File: src/common/wwdt_pkg.sv
// Purpose: constants and types shared by the windowed watchdog timer
// Assumes: 32-bit AXI4-Lite register access, one 25 MHz clock
// Notes:   offsets are byte addresses of aligned words
package wwdt_pkg;
  // ----------------------------------------------------------------
  // timing
  // ----------------------------------------------------------------
  localparam int unsigned CLK_FREQ_HZ  = 25_000_000;
  localparam int unsigned RC_FREQ_HZ   = 32_000;
  // rc clock is modelled as an enable pulse every RC_TICK_DIV cycles
  localparam int unsigned RC_TICK_DIV  = CLK_FREQ_HZ / RC_FREQ_HZ;
  localparam int unsigned DIV_W        = $clog2(RC_TICK_DIV);
  // prescaler stage widths: divide-by-32 and divide-by-128
  localparam int unsigned PRE_SHORT_W  = 5;
  localparam int unsigned PRE_LONG_W   = 7;
  localparam int unsigned POST_MAX     = 15;
  localparam int unsigned CNT_W        = PRE_LONG_W + POST_MAX;

  // ----------------------------------------------------------------
  // register map
  // ----------------------------------------------------------------
  localparam int unsigned ADDR_W    = 8;
  localparam logic [7:0] OFS_CONFIG = 8'h00;
  localparam logic [7:0] OFS_RCTRL  = 8'h04;
  localparam logic [7:0] OFS_COUNT  = 8'h08;

  // wd_config_word fields
  localparam int unsigned CFG_W        = 10;
  localparam int unsigned CFG_POST_LSB = 0;
  localparam int unsigned CFG_PRE_BIT  = 4;
  localparam int unsigned CFG_WDIS_BIT = 6;
  localparam int unsigned CFG_HEN_BIT  = 7;
  localparam int unsigned CFG_WIN_LSB  = 8;
  localparam logic [CFG_W-1:0] CFG_RESET = 10'h04f;

  // reset_control_register fields
  localparam int unsigned RC_IDLE_BIT  = 2;
  localparam int unsigned RC_SLEEP_BIT = 3;
  localparam int unsigned RC_TO_BIT    = 4;
  localparam int unsigned RC_SWEN_BIT  = 5;

  localparam logic [1:0] RESP_OKAY   = 2'h0;
  localparam logic [1:0] RESP_SLVERR = 2'h2;

  typedef enum logic [1:0] {WWDT_REG_CONFIG, WWDT_REG_RCTRL, WWDT_REG_COUNT,
                            WWDT_REG_NONE} wwdt_reg_e;
  typedef enum logic [1:0] {WWDT_RUN, WWDT_SLEEP, WWDT_IDLE} wwdt_pmode_e;
endpackage

File: src/verilog/wwdt_top.sv
// Purpose: windowed watchdog timer with AXI4-Lite register access
// Assumes: core event inputs are one-cycle pulses on aclk
// Notes:   prescaler and postscaler form one combined binary counter
//
// The implementer's own choices: register access over AXI4-Lite and the register offsets.
`timescale 1ns/1ps
module wwdt_top
  import wwdt_pkg::*;
#(
  // aclk cycles per rc clock period; the rc clock is an enable, not a clock
  parameter int unsigned RC_DIV = wwdt_pkg::RC_TICK_DIV
)
(
  input  wire logic                         aclk,
  input  wire logic                         aresetn,
  input  wire logic [wwdt_pkg::ADDR_W-1:0]  s_axi_awaddr,
  input  wire logic [2:0]                   s_axi_awprot,
  input  wire logic                         s_axi_awvalid,
  output logic                              s_axi_awready,
  input  wire logic [31:0]                  s_axi_wdata,
  input  wire logic [3:0]                   s_axi_wstrb,
  input  wire logic                         s_axi_wvalid,
  output logic                              s_axi_wready,
  output logic [1:0]                        s_axi_bresp,
  output logic                              s_axi_bvalid,
  input  wire logic                         s_axi_bready,
  input  wire logic [wwdt_pkg::ADDR_W-1:0]  s_axi_araddr,
  input  wire logic [2:0]                   s_axi_arprot,
  input  wire logic                         s_axi_arvalid,
  output logic                              s_axi_arready,
  output logic [31:0]                       s_axi_rdata,
  output logic [1:0]                        s_axi_rresp,
  output logic                              s_axi_rvalid,
  input  wire logic                         s_axi_rready,
  input  wire logic                         wd_clear_instruction,
  input  wire logic                         power_save_instruction,
  input  wire logic                         power_save_idle,
  input  wire logic                         clock_switch_done,
  input  wire logic                         wake_request,
  output logic                              low_power_rc_on,
  output logic                              wd_wake,
  output logic                              wd_device_reset
);
  import wwdt_pkg::*;

  // ----------------------------------------------------------------
  // parameter checks
  // ----------------------------------------------------------------
  // the tick divider is sized by the package; a larger ratio would wrap early
  if (RC_DIV < 2 || $clog2(RC_DIV) > DIV_W) begin : g_bad_rc_div
    $error("rc divider does not fit the tick counter");
  end

  // ----------------------------------------------------------------
  // state
  // ----------------------------------------------------------------
  typedef struct packed {
    logic [DIV_W-1:0] div;
    logic [CNT_W-1:0] count;
    logic [CFG_W-1:0] cfg;
    logic             soft_en;
    logic             to_flag;
    logic             sleep_flag;
    logic             idle_flag;
    wwdt_pmode_e      pmode;
    logic             rc_on;
    logic             wake;
    logic             wdrst;
    logic             aw_full;
    logic             w_full;
    logic [ADDR_W-1:0] awaddr;
    logic [31:0]      wdata;
    logic [3:0]       wstrb;
    logic             awready;
    logic             wready;
    logic             bvalid;
    logic [1:0]       bresp;
    logic             arready;
    logic             rvalid;
    logic [1:0]       rresp;
    logic [31:0]      rdata;
  } wwdt_state_s;

  wwdt_state_s q;
  wwdt_state_s next_q;

  // ----------------------------------------------------------------
  // decoding helpers
  // ----------------------------------------------------------------
  function automatic wwdt_reg_e reg_sel(input logic [ADDR_W-1:0] addr);
    case (addr)
      OFS_CONFIG: reg_sel = WWDT_REG_CONFIG;
      OFS_RCTRL:  reg_sel = WWDT_REG_RCTRL;
      OFS_COUNT:  reg_sel = WWDT_REG_COUNT;
      default:    reg_sel = WWDT_REG_NONE;
    endcase
  endfunction

  // full period in rc ticks: prescale times postscale
  function automatic logic [CNT_W:0] period_of(input logic [CFG_W-1:0] cfg);
    logic [4:0] sh;
    sh = cfg[CFG_PRE_BIT] ? 5'(PRE_LONG_W) : 5'(PRE_SHORT_W);
    sh = sh + 5'(cfg[CFG_POST_LSB +: 4]);
    period_of = (CNT_W+1)'(1) << sh;
  endfunction

  // count at which the clear window opens
  function automatic logic [CNT_W:0] win_open(input logic [CFG_W-1:0] cfg);
    logic [CNT_W:0] p;
    p = period_of(cfg);
    case (cfg[CFG_WIN_LSB +: 2])
      2'h3:    win_open = p - (p >> 2);
      2'h2:    win_open = p - (p >> 2) - (p >> 3);
      2'h1:    win_open = p >> 1;
      default: win_open = p >> 2;
    endcase
  endfunction

  // ----------------------------------------------------------------
  // next state
  // ----------------------------------------------------------------
  logic             enabled;
  logic             tick;
  logic             timeout;
  logic             early_clear;
  logic             fail;
  logic             do_write;
  logic [31:0]      rc_word;
  logic [31:0]      wmask;

  always_comb begin
    next_q  = q;
    next_q.wake  = 1'b0;
    next_q.wdrst = 1'b0;
    rc_word = 32'h0;
    rc_word[RC_IDLE_BIT]  = q.idle_flag;
    rc_word[RC_SLEEP_BIT] = q.sleep_flag;
    rc_word[RC_TO_BIT]    = q.to_flag;
    rc_word[RC_SWEN_BIT]  = q.soft_en;
    wmask = {{8{q.wstrb[3]}}, {8{q.wstrb[2]}}, {8{q.wstrb[1]}}, {8{q.wstrb[0]}}};

    // register writes first, so hardware sets below win over clears
    do_write = q.aw_full && q.w_full;
    if (do_write) begin
      next_q.aw_full = 1'b0;
      next_q.w_full  = 1'b0;
      next_q.bvalid  = 1'b1;
      next_q.bresp   = RESP_OKAY;
      case (reg_sel(q.awaddr))
        WWDT_REG_CONFIG: begin
          next_q.cfg = (q.cfg & ~wmask[CFG_W-1:0]) | (q.wdata[CFG_W-1:0] & wmask[CFG_W-1:0]);
        end
        WWDT_REG_RCTRL: begin
          if (q.wstrb[0]) begin
            next_q.soft_en = q.wdata[RC_SWEN_BIT];
            // status bits clear on writing 0, writing 1 leaves them
            next_q.to_flag    = q.to_flag && q.wdata[RC_TO_BIT];
            next_q.sleep_flag = q.sleep_flag && q.wdata[RC_SLEEP_BIT];
            next_q.idle_flag  = q.idle_flag && q.wdata[RC_IDLE_BIT];
          end
        end
        WWDT_REG_COUNT: begin
        end
        default: begin
          next_q.bresp = RESP_SLVERR;
        end
      endcase
    end

    // watchdog core
    enabled = q.cfg[CFG_HEN_BIT] || q.soft_en;
    next_q.rc_on = enabled;
    tick = 1'b0;
    if (enabled) begin
      if (q.div == DIV_W'(RC_DIV - 1)) begin
        next_q.div = '0;
        tick = 1'b1;
      end else begin
        next_q.div = q.div + DIV_W'(1);
      end
    end else begin
      next_q.div = '0;
    end
    timeout = tick && ({1'b0, q.count} == period_of(q.cfg) - (CNT_W+1)'(1));
    early_clear = enabled && wd_clear_instruction && (q.pmode == WWDT_RUN)
                  && !q.cfg[CFG_WDIS_BIT]
                  && ({1'b0, q.count} < win_open(q.cfg));
    fail = timeout || early_clear;

    if (!enabled) begin
      next_q.count = '0;
    end else if (tick) begin
      next_q.count = q.count + CNT_W'(1);
    end

    if (clock_switch_done) begin
      next_q.div   = '0;
      next_q.count = '0;
    end
    if (wd_clear_instruction && q.pmode == WWDT_RUN) begin
      next_q.div   = '0;
      next_q.count = '0;
    end
    if (power_save_instruction && q.pmode == WWDT_RUN) begin
      next_q.div   = '0;
      next_q.count = '0;
      next_q.pmode = power_save_idle ? WWDT_IDLE : WWDT_SLEEP;
      if (power_save_idle) begin
        next_q.idle_flag = 1'b1;
      end else begin
        next_q.sleep_flag = 1'b1;
      end
    end
    if (wake_request && q.pmode != WWDT_RUN) begin
      next_q.div   = '0;
      next_q.count = '0;
      next_q.pmode = WWDT_RUN;
    end

    // a failure overrides every other event in the same cycle except a power-save entry, which still sets its mode and flag
    if (fail) begin
      next_q.to_flag = 1'b1;
      next_q.div     = '0;
      next_q.count   = '0;
      if (q.pmode != WWDT_RUN) begin
        // status bit stays set; software owns its clear
        next_q.pmode = WWDT_RUN;
        next_q.wake  = 1'b1;
      end else begin
        next_q.wdrst   = 1'b1;
        next_q.soft_en = 1'b0;
      end
    end

    // bus handshakes
    if (q.bvalid && s_axi_bready) begin
      next_q.bvalid = 1'b0;
    end
    if (s_axi_awvalid && q.awready) begin
      next_q.aw_full = 1'b1;
      next_q.awaddr  = s_axi_awaddr;
    end
    if (s_axi_wvalid && q.wready) begin
      next_q.w_full = 1'b1;
      next_q.wdata  = s_axi_wdata;
      next_q.wstrb  = s_axi_wstrb;
    end
    next_q.awready = !next_q.aw_full && !next_q.bvalid;
    next_q.wready  = !next_q.w_full && !next_q.bvalid;

    if (q.rvalid && s_axi_rready) begin
      next_q.rvalid = 1'b0;
    end
    if (s_axi_arvalid && q.arready) begin
      next_q.rvalid = 1'b1;
      next_q.rresp  = RESP_OKAY;
      next_q.rdata  = 32'h0;
      case (reg_sel(s_axi_araddr))
        WWDT_REG_CONFIG: next_q.rdata[CFG_W-1:0] = q.cfg;
        WWDT_REG_RCTRL:  next_q.rdata = rc_word;
        WWDT_REG_COUNT:  next_q.rdata[CNT_W-1:0] = q.count;
        default:         next_q.rresp = RESP_SLVERR;
      endcase
    end
    next_q.arready = !next_q.rvalid;
  end

  // ----------------------------------------------------------------
  // registers
  // ----------------------------------------------------------------
  // all counts and the soft enable start from zero after a device reset
  always_ff @(posedge aclk) begin
    if (!aresetn) begin
      q            <= '0;
      q.cfg        <= CFG_RESET;
      q.pmode      <= WWDT_RUN;
      q.awready    <= 1'b1;
      q.wready     <= 1'b1;
      q.arready    <= 1'b1;
    end else begin
      q <= next_q;
    end
  end

  // ----------------------------------------------------------------
  // outputs
  // ----------------------------------------------------------------
  assign s_axi_awready   = q.awready;
  assign s_axi_wready    = q.wready;
  assign s_axi_bvalid    = q.bvalid;
  assign s_axi_bresp     = q.bresp;
  assign s_axi_arready   = q.arready;
  assign s_axi_rvalid    = q.rvalid;
  assign s_axi_rresp     = q.rresp;
  assign s_axi_rdata     = q.rdata;
  assign low_power_rc_on = q.rc_on;
  assign wd_wake         = q.wake;
  assign wd_device_reset = q.wdrst;
endmodule
File: config.mk
export PLATFORM = sky130hd
export DESIGN_NAME = wwdt_top
export DESIGN_NICKNAME = d
export VERILOG_FILES = /design/src/common/wwdt_pkg.sv /design/src/verilog/wwdt_top.sv
export SDC_FILE = /design/constraint.sdc
export NUM_CORES = 1
export LEC_CHECK = 0
export BUFFER_PORTS_ARGS = -buffer_cell sky130_fd_sc_hd__buf_2
export CORE_MARGIN = 3
export CORE_UTILIZATION = 54
export DETAILED_ROUTE_END_ITERATION = 8
export HOLD_SLACK_MARGIN = 0.15
export PLACE_DENSITY = 0.79
export SLEW_MARGIN = 10
export SYNTH_ARGS = -nofsm -noshare
export SYNTH_HDL_FRONTEND = slang
export SYNTH_SLANG_ARGS = --single-unit
export TNS_END_PERCENT = 30
File: constraint.sdc
create_clock -name aclk -period 6.7 [get_ports aclk]
set_input_delay 0.67 -clock aclk [delete_from_list [all_inputs] [get_ports aclk]]
set_output_delay 0.67 -clock aclk [all_outputs]
set_load 0.05 [all_outputs]
# Word level (Yosys, flattened, before mapping)
# Cells that the tools add are included.
[word_totals]
ff_bits = 104
input_bits = 70
output_inout_bits = 44
wordCells = 126
[op_classes]
n_addsub = 6
n_lt_le_gt_ge = 1
eq_ne = 13
shifts = 1
muxes = 33
bitwise = 6
reduce_logical = 42
[ops]
columns = ["operator", "count"]
rows = [
  ["$pmux W23 S3", 1],
  ["$mux W35", 1],
  ["$pmux W10 S3", 1],
  ["$eq A22 B23 Y1", 1],
  ["$lt A22 B23 Y1", 1],
  ["$shl A1 B5 Y23 const A", 1],
  ["$sub A23 B1 Y23 const B", 1],
  ["$sub A23 B20 Y23", 1],
  ["$sub A23 B21 Y23", 1],
  ["$add A22 B1 Y22 const B", 1],
  ["$mux W2", 11],
  ["$and A10 B10 Y10", 2],
  ["$logic_and A1 B1 Y1", 19],
  ["$eq A8 B3 Y1 const B", 2],
  ["$eq A8 B4 Y1 const B", 2],
  ["$logic_not A8 Y1", 2],
  ["$mux W4", 4],
  ["$mux W12", 1],
  ["$pmux W2 S3", 2],
  ["$mux W1", 11],
  ["$add A10 B1 Y10 const B", 1],
  ["$eq A10 B10 Y1 const B", 1],
  ["$not A10 Y10", 1],
  ["$or A10 B10 Y10", 1],
  ["other kinds (14)", 32],
]

# Logic depth before layout (Yosys ltp)
# Gate-level depths: netlist of run 1.
[logic_depth]
word_depth = 11
mapped_depth = 34
depth_no_buf = 32

# Worst setup path before layout of run 1
# OpenSTA, ideal clock, no wires.
[synth_path]
path_type = "register -> register"
startpoint = "reg (tool-made name)"
endpoint = "reg q[120] (netlist name)"
setup_ps = 87
arrival_ps = 6771
t_required_ps = 6613
setup_slack_ps = -159
path_stages_with_launch = 33
n_path_buf = 3
period_less_slack_ps = 6859
path_cell_list = "dfxtp_1 > ha_1 > buf_2 > nor3_1 > nand2_1 > ha_1 > o21a_1 > o31a_1 > o21a_1 > or2_2 > a21o_1 > a21oi_1 > xnor2_1 > ha_1 > a2111o_1 > o32ai_1 > nor2b_1 > o21a_1 > o31a_1 > nor2_1 > xnor2_1 > mux4_2 > ha_1 > nand4_1 > nor3_1 > o211ai_1 > a21oi_1 > nor3_1 > o31a_1 > a41o_1 > buf_4 > clkbuf_4 > nor4_4"
[synth_lines]
columns = ["element", "line_no", "text"]
rows = [
  ["end signal, assigned", "wwdt_top.sv:281", "q <= next_q;"],
  ["end, declared", "wwdt_top.sv:84", "wwdt_state_s q;"],
]

==> impl_results.md, run 1 <==
* Ant. Diodes at 0
* GRT overflow at 0
* CTS tree: yes
* RSZ-0062 raised after global routing: yes
* Max-Cap Viols at 0
* Power Dens Cells at 145 mW/mm²
* Gr usage total at 23.9%
* First-pass GRT wire length at 35500 µm
* Relative slew slack at 11.9%
* WL final at 22400 µm
* Cell class contributing the biggest share of worst-path delay: compound AO/OA/AOI/OAI gates
* Status: finished clean
* Flop2flop setup slack at 0.07 ns
* Leak at 4.25 nW
* YS warnings at 0
* Maximum resistive drop on vdd at 262 µV
* Iter 0 DRT Violations at 543
* WS Path Type: reg2reg
* CTS sink count at 102
* Post-route cell area at 0.00999 mm²
* First drt pass iteration count at 6
* CP arrival at 6.89 ns
* Tmin final at 6.63 ns
* Post-DP Area at 0.00931 mm²
* IO buf count at 71
* Worst Path Max Fanout at 8
* Fraction of registers with async set/reset at 0%
* Min-Delay Path Class: reg2reg
* Wirelength per Cell at 15.9 µm
* Final Net Count at 1329
* CTS H-tree depth at 3
* Yosys top cell by area: dfxtp_1
* Synth top area cells: dfxtp_1 24%, ha_1 9.7%, nand2_1 6.1%
* Die area at 0.0175 mm²
* Most frequent cell after synthesis: nand2_1
* Gpl congestion at 0.934
* CP Buf/Inv Count at 1
* Startpoint types: register
* Final Skew at 0.00978 ns
* Total power at 1.45 mW
* Core area at 0.0154 mm²
* DRC Markers at 0
* Main synth FF type: dfxtp_1
* Cell count after synthesis at 1102
* Crit-path slowest cell: mux4_2
* Setup TNS at 0 ns
* Layout overhead on the synthesized area at 16.0%
* FMAX at 151 MHz
* Fin. Hold Viols at 0
* Syn avg cell area at 7.82 µm²
* Worst Reg-to-Reg Cells at 30
* Post-detailed-placement half-perimeter wirelength at 16000 µm
* Tcrit/Tclk final at 99.0%
* CTS Buffer Depth at 2
* Slew Limit Fails at 0
* Largest net degree at the start of global routing at 67
* CP max stage delay at 0.52 ns
* Hold EP: q[51]
* EDFF count, synth at 0
* Number of synthesized register bits at 102
* Mapped Area at 0.00861 mm²
* DRT antenna net count at 0
* Starting Density at 55.8%
* Synth unique cells at 78
* Final setup vio count at 0
* Slew @ Worst Pin at 1.29 ns
* Layout cells sized above 1 at 19.8%
* Chip height at 132 µm
* Worst-path clk slew at 0.07 ns
* Number of global-route vias before repair at 7418
* Row count at 45
* Placed cell count at 1379
* Crit path required time at 6.96 ns
* Hold_sp: q[51]
* Area share of the largest cell type after synthesis at 23.7%
* Critical R2R Capture: q[125]
* DIE WIDTH at 132 µm
* Hold Path Depth at 2
* Clk Latency, worst-skew pair at 0.35 ns
* Inserted Clock Buffers at 9
* Vias post-DR at 8224
* Critical path endpoint category: register
* Clock Tree Root: clkbuf_16
* Initial antenna violation count at 0
* Vias/cell at 5.85
* Synth top cells by count: 139 x nand2_1, 102 x dfxtp_1, 72 x nor2_1
* Cell Count, Final, Fillers Out at 1405
* Io pins at 114
* Part of the Yosys area used for sequential elements at 23.7%
-- cells in the final DEF, fill, tap and decap left out, types with 4 or more instances in the layout --
cell type	instances
nand2b_1	12
xor2_1	28
a22oi_1	16
o21ai_0	55
a311oi_1	4
nand2_1	136
ha_1	59
and2_1	18
a21boi_0	32
buf_4	68
inv_1	39
and3_1	17
a211oi_1	13
a21oi_1	52
o21a_1	11
nor3_1	15
dfxtp_1	99
nor3b_1	4
mux2i_1	14
or3_1	4
xnor2_1	46
nor2_2	5
nor4_2	13
ha_4	5
nor4_4	7
nor2b_1	30
nand3_1	52
clkbuf_16	11
o211ai_1	6
nor2_1	67
nand3b_1	6
a31oi_1	7
conb_1	27
o31ai_1	5
buf_2	71
a21o_1	22
nand4_1	15
-- where the power goes --
group          leakage, nW  internal [mW]  switching [mW]
Combinational         3.27          0.125           0.165
Sequential           0.828          0.621          0.0120
Clock                0.143          0.291           0.231
Total                 4.25           1.04           0.408
-- cell type report --
cell class	instances	area, µm²
Clock buffer	9	225
Clock inverter	6	68.8
Fill cell	1272	5440
Inverter	40	150
Multi-Input combinational cell	893	6270
Sequential cell	102	2050
Tap cell	211	264
Timing Repair Buffer	144	967
-- registers in the layout, indices dropped and copies added (netlist names), named ones only --
| name | count |
|---|---|
| q | 60 |
| s_axi_rdata | 22 |
| low_power_rc_on | 1 |
| s_axi_arready | 1 |
| s_axi_awready | 1 |
| s_axi_bresp | 1 |
| s_axi_bvalid | 1 |
| s_axi_rresp | 1 |
| s_axi_rvalid | 1 |
| s_axi_wready | 1 |
| wd_device_reset | 1 |
| wd_wake | 1 |
-- cell families after synthesis --
logic type               after synthesis  synth area share, %
multiplexers                          20                 2.80
XOR/XNOR                              76                 7.73
AO/OA/AOI/OAI                        273                 21.7
other                                  2               0.0872
adder cells (fa/ha/maj)               69                 10.2
AND/OR/NAND/NOR                      427                 25.8
buffers and inverters                133                 8.03
flip-flops                           102                 23.7
-- tightest hold or removal path: cells and delay by family, from the launching register on --
kind,cells,cell delay [ns]
compound gates,1,0.06
flops,1,0.31
simple gates,1,0.05
-- worst max path at each step --
stage	from	to	slack, ns	cells after the start
3_5_place_dp	register	q[117]	-0.14	30
4_1_cts	register	q[108]	0.02	30
2_1_floorplan	register	q[120]	0.0008	32
5_1_grt	register	q[123]	-0.28	30
3_3_place_gp	register	q[94]	-0.06	29
6_report	register	q[125]	0.07	30
-- through the flow --
step / setup WS [ns] / utilization, % / hold slack, ns
2_1_floorplan: 0.000826 / - / 0.440
3_3_place_gp: -0.0628 / 60.3 / 0.455
3_5_place_dp: -0.136 / 60.3 / 0.462
4_1_cts: 0.0162 / 62.4 / 0.472
5_1_grt: -0.284 / 64.8 / 0.485
6_report: 0.0675 / 64.8 / 0.468
-- timing repair --
action                                  4_1_cts  5_1_grt
pin swaps                                     1       16
endpoints found under the setup margin       27       27
gates resized for setup                       4       50
setup buffers                                 0        8
hold buffers                                  0        0
cloned                                        0        3
-- per-layer routing --
| metal | wire length, µm | vias to the layer above | GRT usage [%] |
|---|---|---|---|
| li1 | - | 4040 | - |
| met1 | 9840 | 3840 | 31.9 |
| met2 | 10800 | 310 | 40.7 |
| met3 | 1400 | 34 | 3.55 |
| met4 | 335 | 0 | 5.83 |
| met5 | 0 | - | 0 |
No activity file was read; power rests on OpenSTA's default activity.
==> run 2: changes to the inputs <==
ABC_AREA = 1   (was unset)
CAP_MARGIN = 25   (was unset)
PLACE_DENSITY = 0.8   (was 0.79)
==> impl_results.md, run 2 <==
* Synth Area in Simple Gates at 31.3% (was 25.8%)
* Clk Latency, worst-skew pair at 0.36 ns (was 0.35 ns)
* Relative slew slack at 45.0% (was 11.9%)
* Yosys top cell by area: dfxtp_1 (unchanged)
* Quantity of hold-fixing buffers added after cts at 0 (unchanged)
* Layout overhead on the synthesized area at 8.90% (was 16.0%)
* Critical path's most frequent cell: nand2_1
* WS Path Type: reg2reg (unchanged)
* Fraction of registers with async set/reset at 0% (unchanged)
* Post-detailed-placement half-perimeter wirelength at 17600 µm (was 16000 µm)
* DRC Markers at 0 (unchanged)
* First drt pass iteration count at 5 (was 6)
* FMAX at 161 MHz (was 151 MHz)
* Gr usage total at 25.8% (was 23.9%)
* Flop2flop setup slack at 0.50 ns (was 0.07 ns)
* First-pass GRT wire length at 35800 µm (was 35500 µm)
* Chip height at 131 µm (was 132 µm)
* Crit-path slowest cell: dfxtp_1 (was mux4_2)
* Io pins at 114 (unchanged)
* Tcrit/Tclk final at 92.5% (was 99.0%)
* Inserted Clock Buffers at 9 (unchanged)
* Vias post-DR at 8305 (was 8224)
* CP max stage delay at 0.40 ns (was 0.52 ns)
* Slew @ Worst Pin at 0.822 ns (was 1.29 ns)
* Max-Cap Viols at 0 (unchanged)
* DRT antenna net count at 0 (unchanged)
* Area share of the largest cell type after synthesis at 24.4% (was 23.7%)
* Setup WS pre-CTS at 0.0330 ns (was -0.136 ns)
* DIE WIDTH at 131 µm (was 132 µm)
* Post-route cell area at 0.00913 mm² (was 0.00999 mm²)
* Row count at 44 (was 45)
* Syn avg cell area at 6.55 µm² (was 7.82 µm²)
* Starting Density at 56.4% (was 55.8%)
* WL final at 22400 µm (about the same)
* Part of the Yosys area used for sequential elements at 24.4% (was 23.7%)
* Synth unique cells at 58 (was 78)
* Most frequent cell after synthesis: nand2_1 (unchanged)
* Cell count after synthesis at 1279 (was 1102)
* Status: finished clean (unchanged)
* Main synth FF type: dfxtp_1 (unchanged)
* CTS sink count at 102 (unchanged)
* Final setup vio count at 0 (unchanged)
* Power Dens Cells at 155 mW/mm² (was 145 mW/mm²)
* Initial antenna violation count at 0 (unchanged)
* Mux cell area share after synthesis at 0.254% (was 2.80%)
* Gpl congestion at 0.966 (was 0.934)
* Highest-count cells in the layout ignoring fill and taps: 281 x nand2_1, 153 x nor2_1, 145 x inv_1, 102 x dfxtp_1, 97 x a21oi_1 (was 136 x nand2_1, 99 x dfxtp_1, 71 x buf_2, 68 x buf_4, 67 x nor2_1)
* Crit path required time at 6.94 ns (was 6.96 ns)
* Final Skew at 0.0119 ns (was 0.00978 ns)
* Ant. Diodes at 0 (unchanged)
* Synth Area in Compound Gates at 15.7% (was 21.7%)
* Largest family of logic cells by synthesized area: simple AND/OR/NAND/NOR gates (unchanged)
* Tmin final at 6.20 ns (was 6.63 ns)
* GRT overflow at 0 (unchanged)
* Maximum resistive drop on vdd at 175 µV (was 262 µV)
* CTS tree: yes (unchanged)
* Mapped Area at 0.00838 mm² (was 0.00861 mm²)
* EDFF count, synth at 0 (unchanged)
* Wirelength per Cell at 14.7 µm (was 15.9 µm)
* CP arrival at 6.44 ns (was 6.89 ns)
* Slew Limit Fails at 0 (unchanged)
* Clock Tree Root: clkbuf_16 (unchanged)
* Fin. Hold Viols at 0 (unchanged)
* Max reg flops at 60 (unchanged)
* Core area at 0.0149 mm² (was 0.0154 mm²)
* Adder-cell area share of the yosys netlist at 10.5% (was 10.2%)
* Startpoint types: register (unchanged)
* Synth top area cells: dfxtp_1 24%, nand2_1 13%, ha_1 10% (was dfxtp_1 24%, ha_1 9.7%, nand2_1 6.1%)
* Number of fill cells at 1429 (was 1272)
* Largest net degree at the start of global routing at 37 (was 67)
* Number of synthesized register bits at 102 (unchanged)
* Iter 0 DRT Violations at 646 (was 543)
* Number of global-route vias before repair at 7570 (was 7418)
* Vias/cell at 5.45 (was 5.85)
* Worst Path Max Fanout at 22 (was 8)
* Final Net Count at 1473 (was 1329)
* Leak at 4.30 nW (was 4.25 nW)
* Die area at 0.0171 mm² (was 0.0175 mm²)
* IO buf count at 71 (unchanged)
* Synth top cells by count: 281 x nand2_1, 154 x nor2_1, 145 x inv_1 (was 139 x nand2_1, 102 x dfxtp_1, 72 x nor2_1)
* Critical path endpoint category: register (unchanged)
* Biggest register: q (unchanged)
* Worst-path clk slew at 0.07 ns (about the same)
* CTS Buffer Depth at 2 (unchanged)
* YS warnings at 0 (unchanged)
* Layout cells sized above 1 at 11.6% (was 19.8%)
* CTS H-tree depth at 3 (unchanged)
* Post-DP Area at 0.00873 mm² (was 0.00931 mm²)
* Min-Delay Path Class: reg2reg (unchanged)
* XOR/XNOR Fraction of Synth Area at 6.54% (was 7.73%)
* Final Worst Setup Slack at 0.502 ns (was 0.0675 ns)
* Most common cell after layout, fill and taps aside: nand2_1 (unchanged)
[run 2: cell types whose count changed after synthesis, sizes merged, moves of 17 or more]
cell and delta:
nand3 +24, a21o -18, and2 -18, a21oi +45
xnor2 -23, nor2 +98, inv +111, clkbuf -21
nor2b -32, o21ai +20, a22oi -17, nand2 +151
a21boi -31
[run 2: worst paths after layout]
check | cells after the start | to | start
min reg2reg | 2 | s_axi_rdata[5] | s_axi_rdata[5]
max | 41 | q[106] | register
max reg2reg | 41 | q[106] | register
min | 2 | s_axi_rdata[5] | s_axi_rdata[5]
[run 2: timing repair]
action | in CTS | in global routing
setup endpoints to repair | 0 | 38
buffers inserted | 0 | 1
resized for setup | 0 | 20
[run 2: final cells by class]
| type | instances | area (µm²) | area share (%) |
|---|---|---|---|
| multi-input combinational | 991 | 5560 | 60.9 |
| inverter | 151 | 567 | 6.21 |
| clock buffer | 10 | 229 | 2.51 |
| clock inverter | 6 | 63.8 | 0.699 |
| timing repair buffer | 79 | 435 | 4.77 |
| tap | 184 | 230 | 2.52 |
| sequential | 102 | 2040 | 22.4 |
[run 2: per-layer routing]
| metal | part of all wire (%) | GRT usage, % | vias to the layer above |
|---|---|---|---|
| li1 | - | - | 4272 |
| met1 | 45 | 34.1 | 3762 |
| met2 | 47 | 43.7 | 228 |
| met3 | 5.5 | 3.58 | 43 |
| met4 | 2.4 | 8.17 | 0 |
| met5 | 0 | 0 | - |
[run 2: cells by family (layout without fill, tap and decap cells)]
kind of cell / after synthesis / count (layout)
other: 2 / 27
DFF: 102 / 102
and+or+nand+nor: 598 / 598
buffers and inverters: 211 / 246
AOI/OAI and AO/OA: 234 / 234
adders and majority gates: 69 / 69
xor gates and xnor gates: 61 / 61
muxes: 2 / 2
[run 2: power by group]
group	leakage, nW	switching, mW	internal (mW)
clock	0.140	0.251	0.263
combinational	3.33	0.177	0.0893
sequential	0.829	0.0114	0.623
total	4.30	0.440	0.975
[run 2: critical path: cells and delay by family (launching register included)]
family	cells	cell delay (ns)
DFF	1	0.40
AOI/OAI and AO/OA	9	1.58
adders and majority gates	4	1.27
buffers and inverters	5	0.45
xor gates and xnor gates	2	0.30
and+or+nand+nor	21	2.08
[run 2: metrics by stage]
step / setup TNS, ns / power, mW / cells / hold slack (ns) / utilization [%]
final: 0 / 1.42 / 1523 / 0.464 / 61.4
after detailed placement: 0 / 0.901 / 1505 / 0.454 / 58.7
after global placement: 0 / 0.898 / 1505 / 0.442 / 58.7
after global routing: -0.0668 / 1.48 / 1523 / 0.482 / 61.4
after CTS: 0 / 1.41 / 1521 / 0.466 / 60.7
after floorplan: 0 / 0.851 / 1304 / 0.430 / -
==> run 3: changes to the inputs <==
RECOVER_POWER = 25   (was unset)
==> impl_results.md, run 3 (synthesis results as in run 2) <==
* Status: finished clean (unchanged)
* Metal2 WL at 10600 µm (unchanged)
* FMAX at 161 MHz (about the same)
* Register area at 0.00204 mm² (unchanged)
* DRC Markers at 0 (unchanged)
* Critical path endpoint category: register (unchanged)
* Biggest register: q (unchanged)
* M1 WL at 10000 µm (about the same)
* Tcrit/Tclk final at 92.4% (was 92.5%)
* Relative slew slack at 21.7% (was 45.0%)
* Leak at 4.24 nW (was 4.30 nW)
* First-pass GRT wire length at 35800 µm (unchanged)
* Hold Path Depth at 2 (unchanged)
* Worst Reg-to-Reg Cells at 41 (unchanged)
* Clock Tree Root: clkbuf_16 (unchanged)
* Post-detailed-placement half-perimeter wirelength at 17600 µm (unchanged)
* Layout overhead on the synthesized area at 8.70% (was 8.90%)
* Worst-path clk slew at 0.07 ns (about the same)
* Most common cell after layout, fill and taps aside: nand2_1 (unchanged)
* Quantity of hold-fixing buffers added after cts at 0 (unchanged)
* DRT antenna net count at 0 (unchanged)
* Maximum resistive drop on vdd at 175 µV (about the same)
* Wire length on met3 at 1210 µm (was 1220 µm)
* Iter 0 DRT Violations at 642 (was 646)
* Critical path's most frequent cell: nand2_1 (unchanged)
* Chip height at 131 µm (unchanged)
* CTS sink count at 102 (unchanged)
* Max reg flops at 60 (unchanged)
* Vias post-DR at 8333 (was 8305)
* WL final at 22400 µm (about the same)
* Slew Limit Fails at 0 (unchanged)
* Multi-input gate area at 0.00556 mm² (unchanged)
* Worst Path Max Fanout at 22 (unchanged)
* Slew @ Worst Pin at 1.17 ns (was 0.822 ns)
* CTS H-tree depth at 3 (unchanged)
* Min-Delay Path Class: reg2reg (unchanged)
* GRT overflow at 0 (unchanged)
* CP max stage delay at 0.40 ns (about the same)
* Crit-path slowest cell: dfxtp_1 (unchanged)
* Startpoint types: register (unchanged)
* Gr usage total at 25.8% (unchanged)
* Power Dens Cells at 155 mW/mm² (about the same)
* Vias/cell at 5.47 (was 5.45)
* CP arrival at 6.43 ns (was 6.44 ns)
* First drt pass iteration count at 5 (unchanged)
* Final Net Count at 1473 (unchanged)
* Tmin final at 6.19 ns (was 6.20 ns)
* Final Skew at 0.0112 ns (was 0.0119 ns)
* CTS tree: yes (unchanged)
* Highest metal used: met4 (unchanged)
* Initial antenna violation count at 0 (unchanged)
* Number of global-route vias before repair at 7570 (unchanged)
* Io pins at 114 (unchanged)
* Gpl congestion at 0.966 (unchanged)
* Highest-count cells in the layout ignoring fill and taps: 281 x nand2_1, 153 x nor2_1, 145 x inv_1, 102 x dfxtp_1, 97 x a21oi_1 (unchanged)
* Fin. Hold Viols at 0 (unchanged)
* Crit path required time at 6.94 ns (about the same)
* Final hold slack at 0.464 ns (about the same)
* CTS Buffer Depth at 2 (unchanged)
* Core area at 0.0149 mm² (unchanged)
* Layout cells sized above 1 at 10.6% (was 11.6%)
* Setup WS pre-CTS at 0.0330 ns (unchanged)
* Starting Density at 56.4% (unchanged)
* Largest net degree at the start of global routing at 37 (unchanged)
* Number of fill cells at 1437 (was 1429)
* Ant. Diodes at 0 (unchanged)
* DIE WIDTH at 131 µm (unchanged)
* Max-Cap Viols at 0 (unchanged)
* IO buf count at 71 (unchanged)
* Die area at 0.0171 mm² (unchanged)
* Inserted Clock Buffers at 9 (unchanged)
* Final setup vio count at 0 (unchanged)
* WS Path Type: reg2reg (unchanged)
* Row count at 44 (unchanged)
* Wirelength per Cell at 14.7 µm (about the same)
* Final Worst Setup Slack at 0.508 ns (was 0.502 ns)
* Clk Latency, worst-skew pair at 0.36 ns (about the same)
## run 3: cell count changes in the layout (fill, tap and decap cells not counted)
cell,before,now
buf_2,71,58
clkbuf_1,1,14
## run 3: final timing paths
check / from / end / slack [ns]
max: register / q[117] / 0.51
min: s_axi_rdata[5] / s_axi_rdata[5] / 0.46
max reg2reg: register / q[117] / 0.51
min reg2reg: s_axi_rdata[5] / s_axi_rdata[5] / 0.46
## run 3: timing repair
action / CTS / global route
endpoints found under the setup margin: 0 / 38
resized for setup: 0 / 20
setup buffers: 0 / 1
## run 3: layout make-up
type	count	area share, %
multi-input cells	991	61.0
flip-flops and latches	102	22.4
inverters	151	6.22
repair buffers	79	4.60
well taps	184	2.53
clock buffers	10	2.51
clock inverters	6	0.700
## run 3: where the power goes
part | total, mW | internal, mW | switching (mW)
Clock | 0.513 | 0.263 | 0.251
Combinational | 0.267 | 0.0894 | 0.177
Sequential | 0.635 | 0.623 | 0.0114
## run 3: metrics by stage
| stage | instance area [µm²] | power, mW | TNS (ns) | cells | util (%) |
|---|---|---|---|---|---|
| floorplan | 8480 | 0.851 | 0 | 1304 | - |
| global placement | 8730 | 0.898 | 0 | 1505 | 58.7 |
| detailed placement | 8730 | 0.901 | 0 | 1505 | 58.7 |
| CTS | 9020 | 1.41 | 0 | 1521 | 60.7 |
| global route | 9110 | 1.48 | -0.0668 | 1523 | 61.3 |
| finish | 9110 | 1.41 | 0 | 1523 | 61.3 |
## run 3: critical path, delay by kind of cell (launching register included)
kind	cells	cell delay [ns]
simple gates	21	2.08
fa+ha+maj	4	1.27
xor+xnor	2	0.30
flops	1	0.40
compound gates	9	1.57
buf+inv	5	0.45
## run 3: per-layer routing
metal,vias to the layer above,GRT usage [%]
met3,44,3.58
met2,239,43.7
met4,0,8.17
met1,3775,34.1
li1,4275,-
met5,-,0
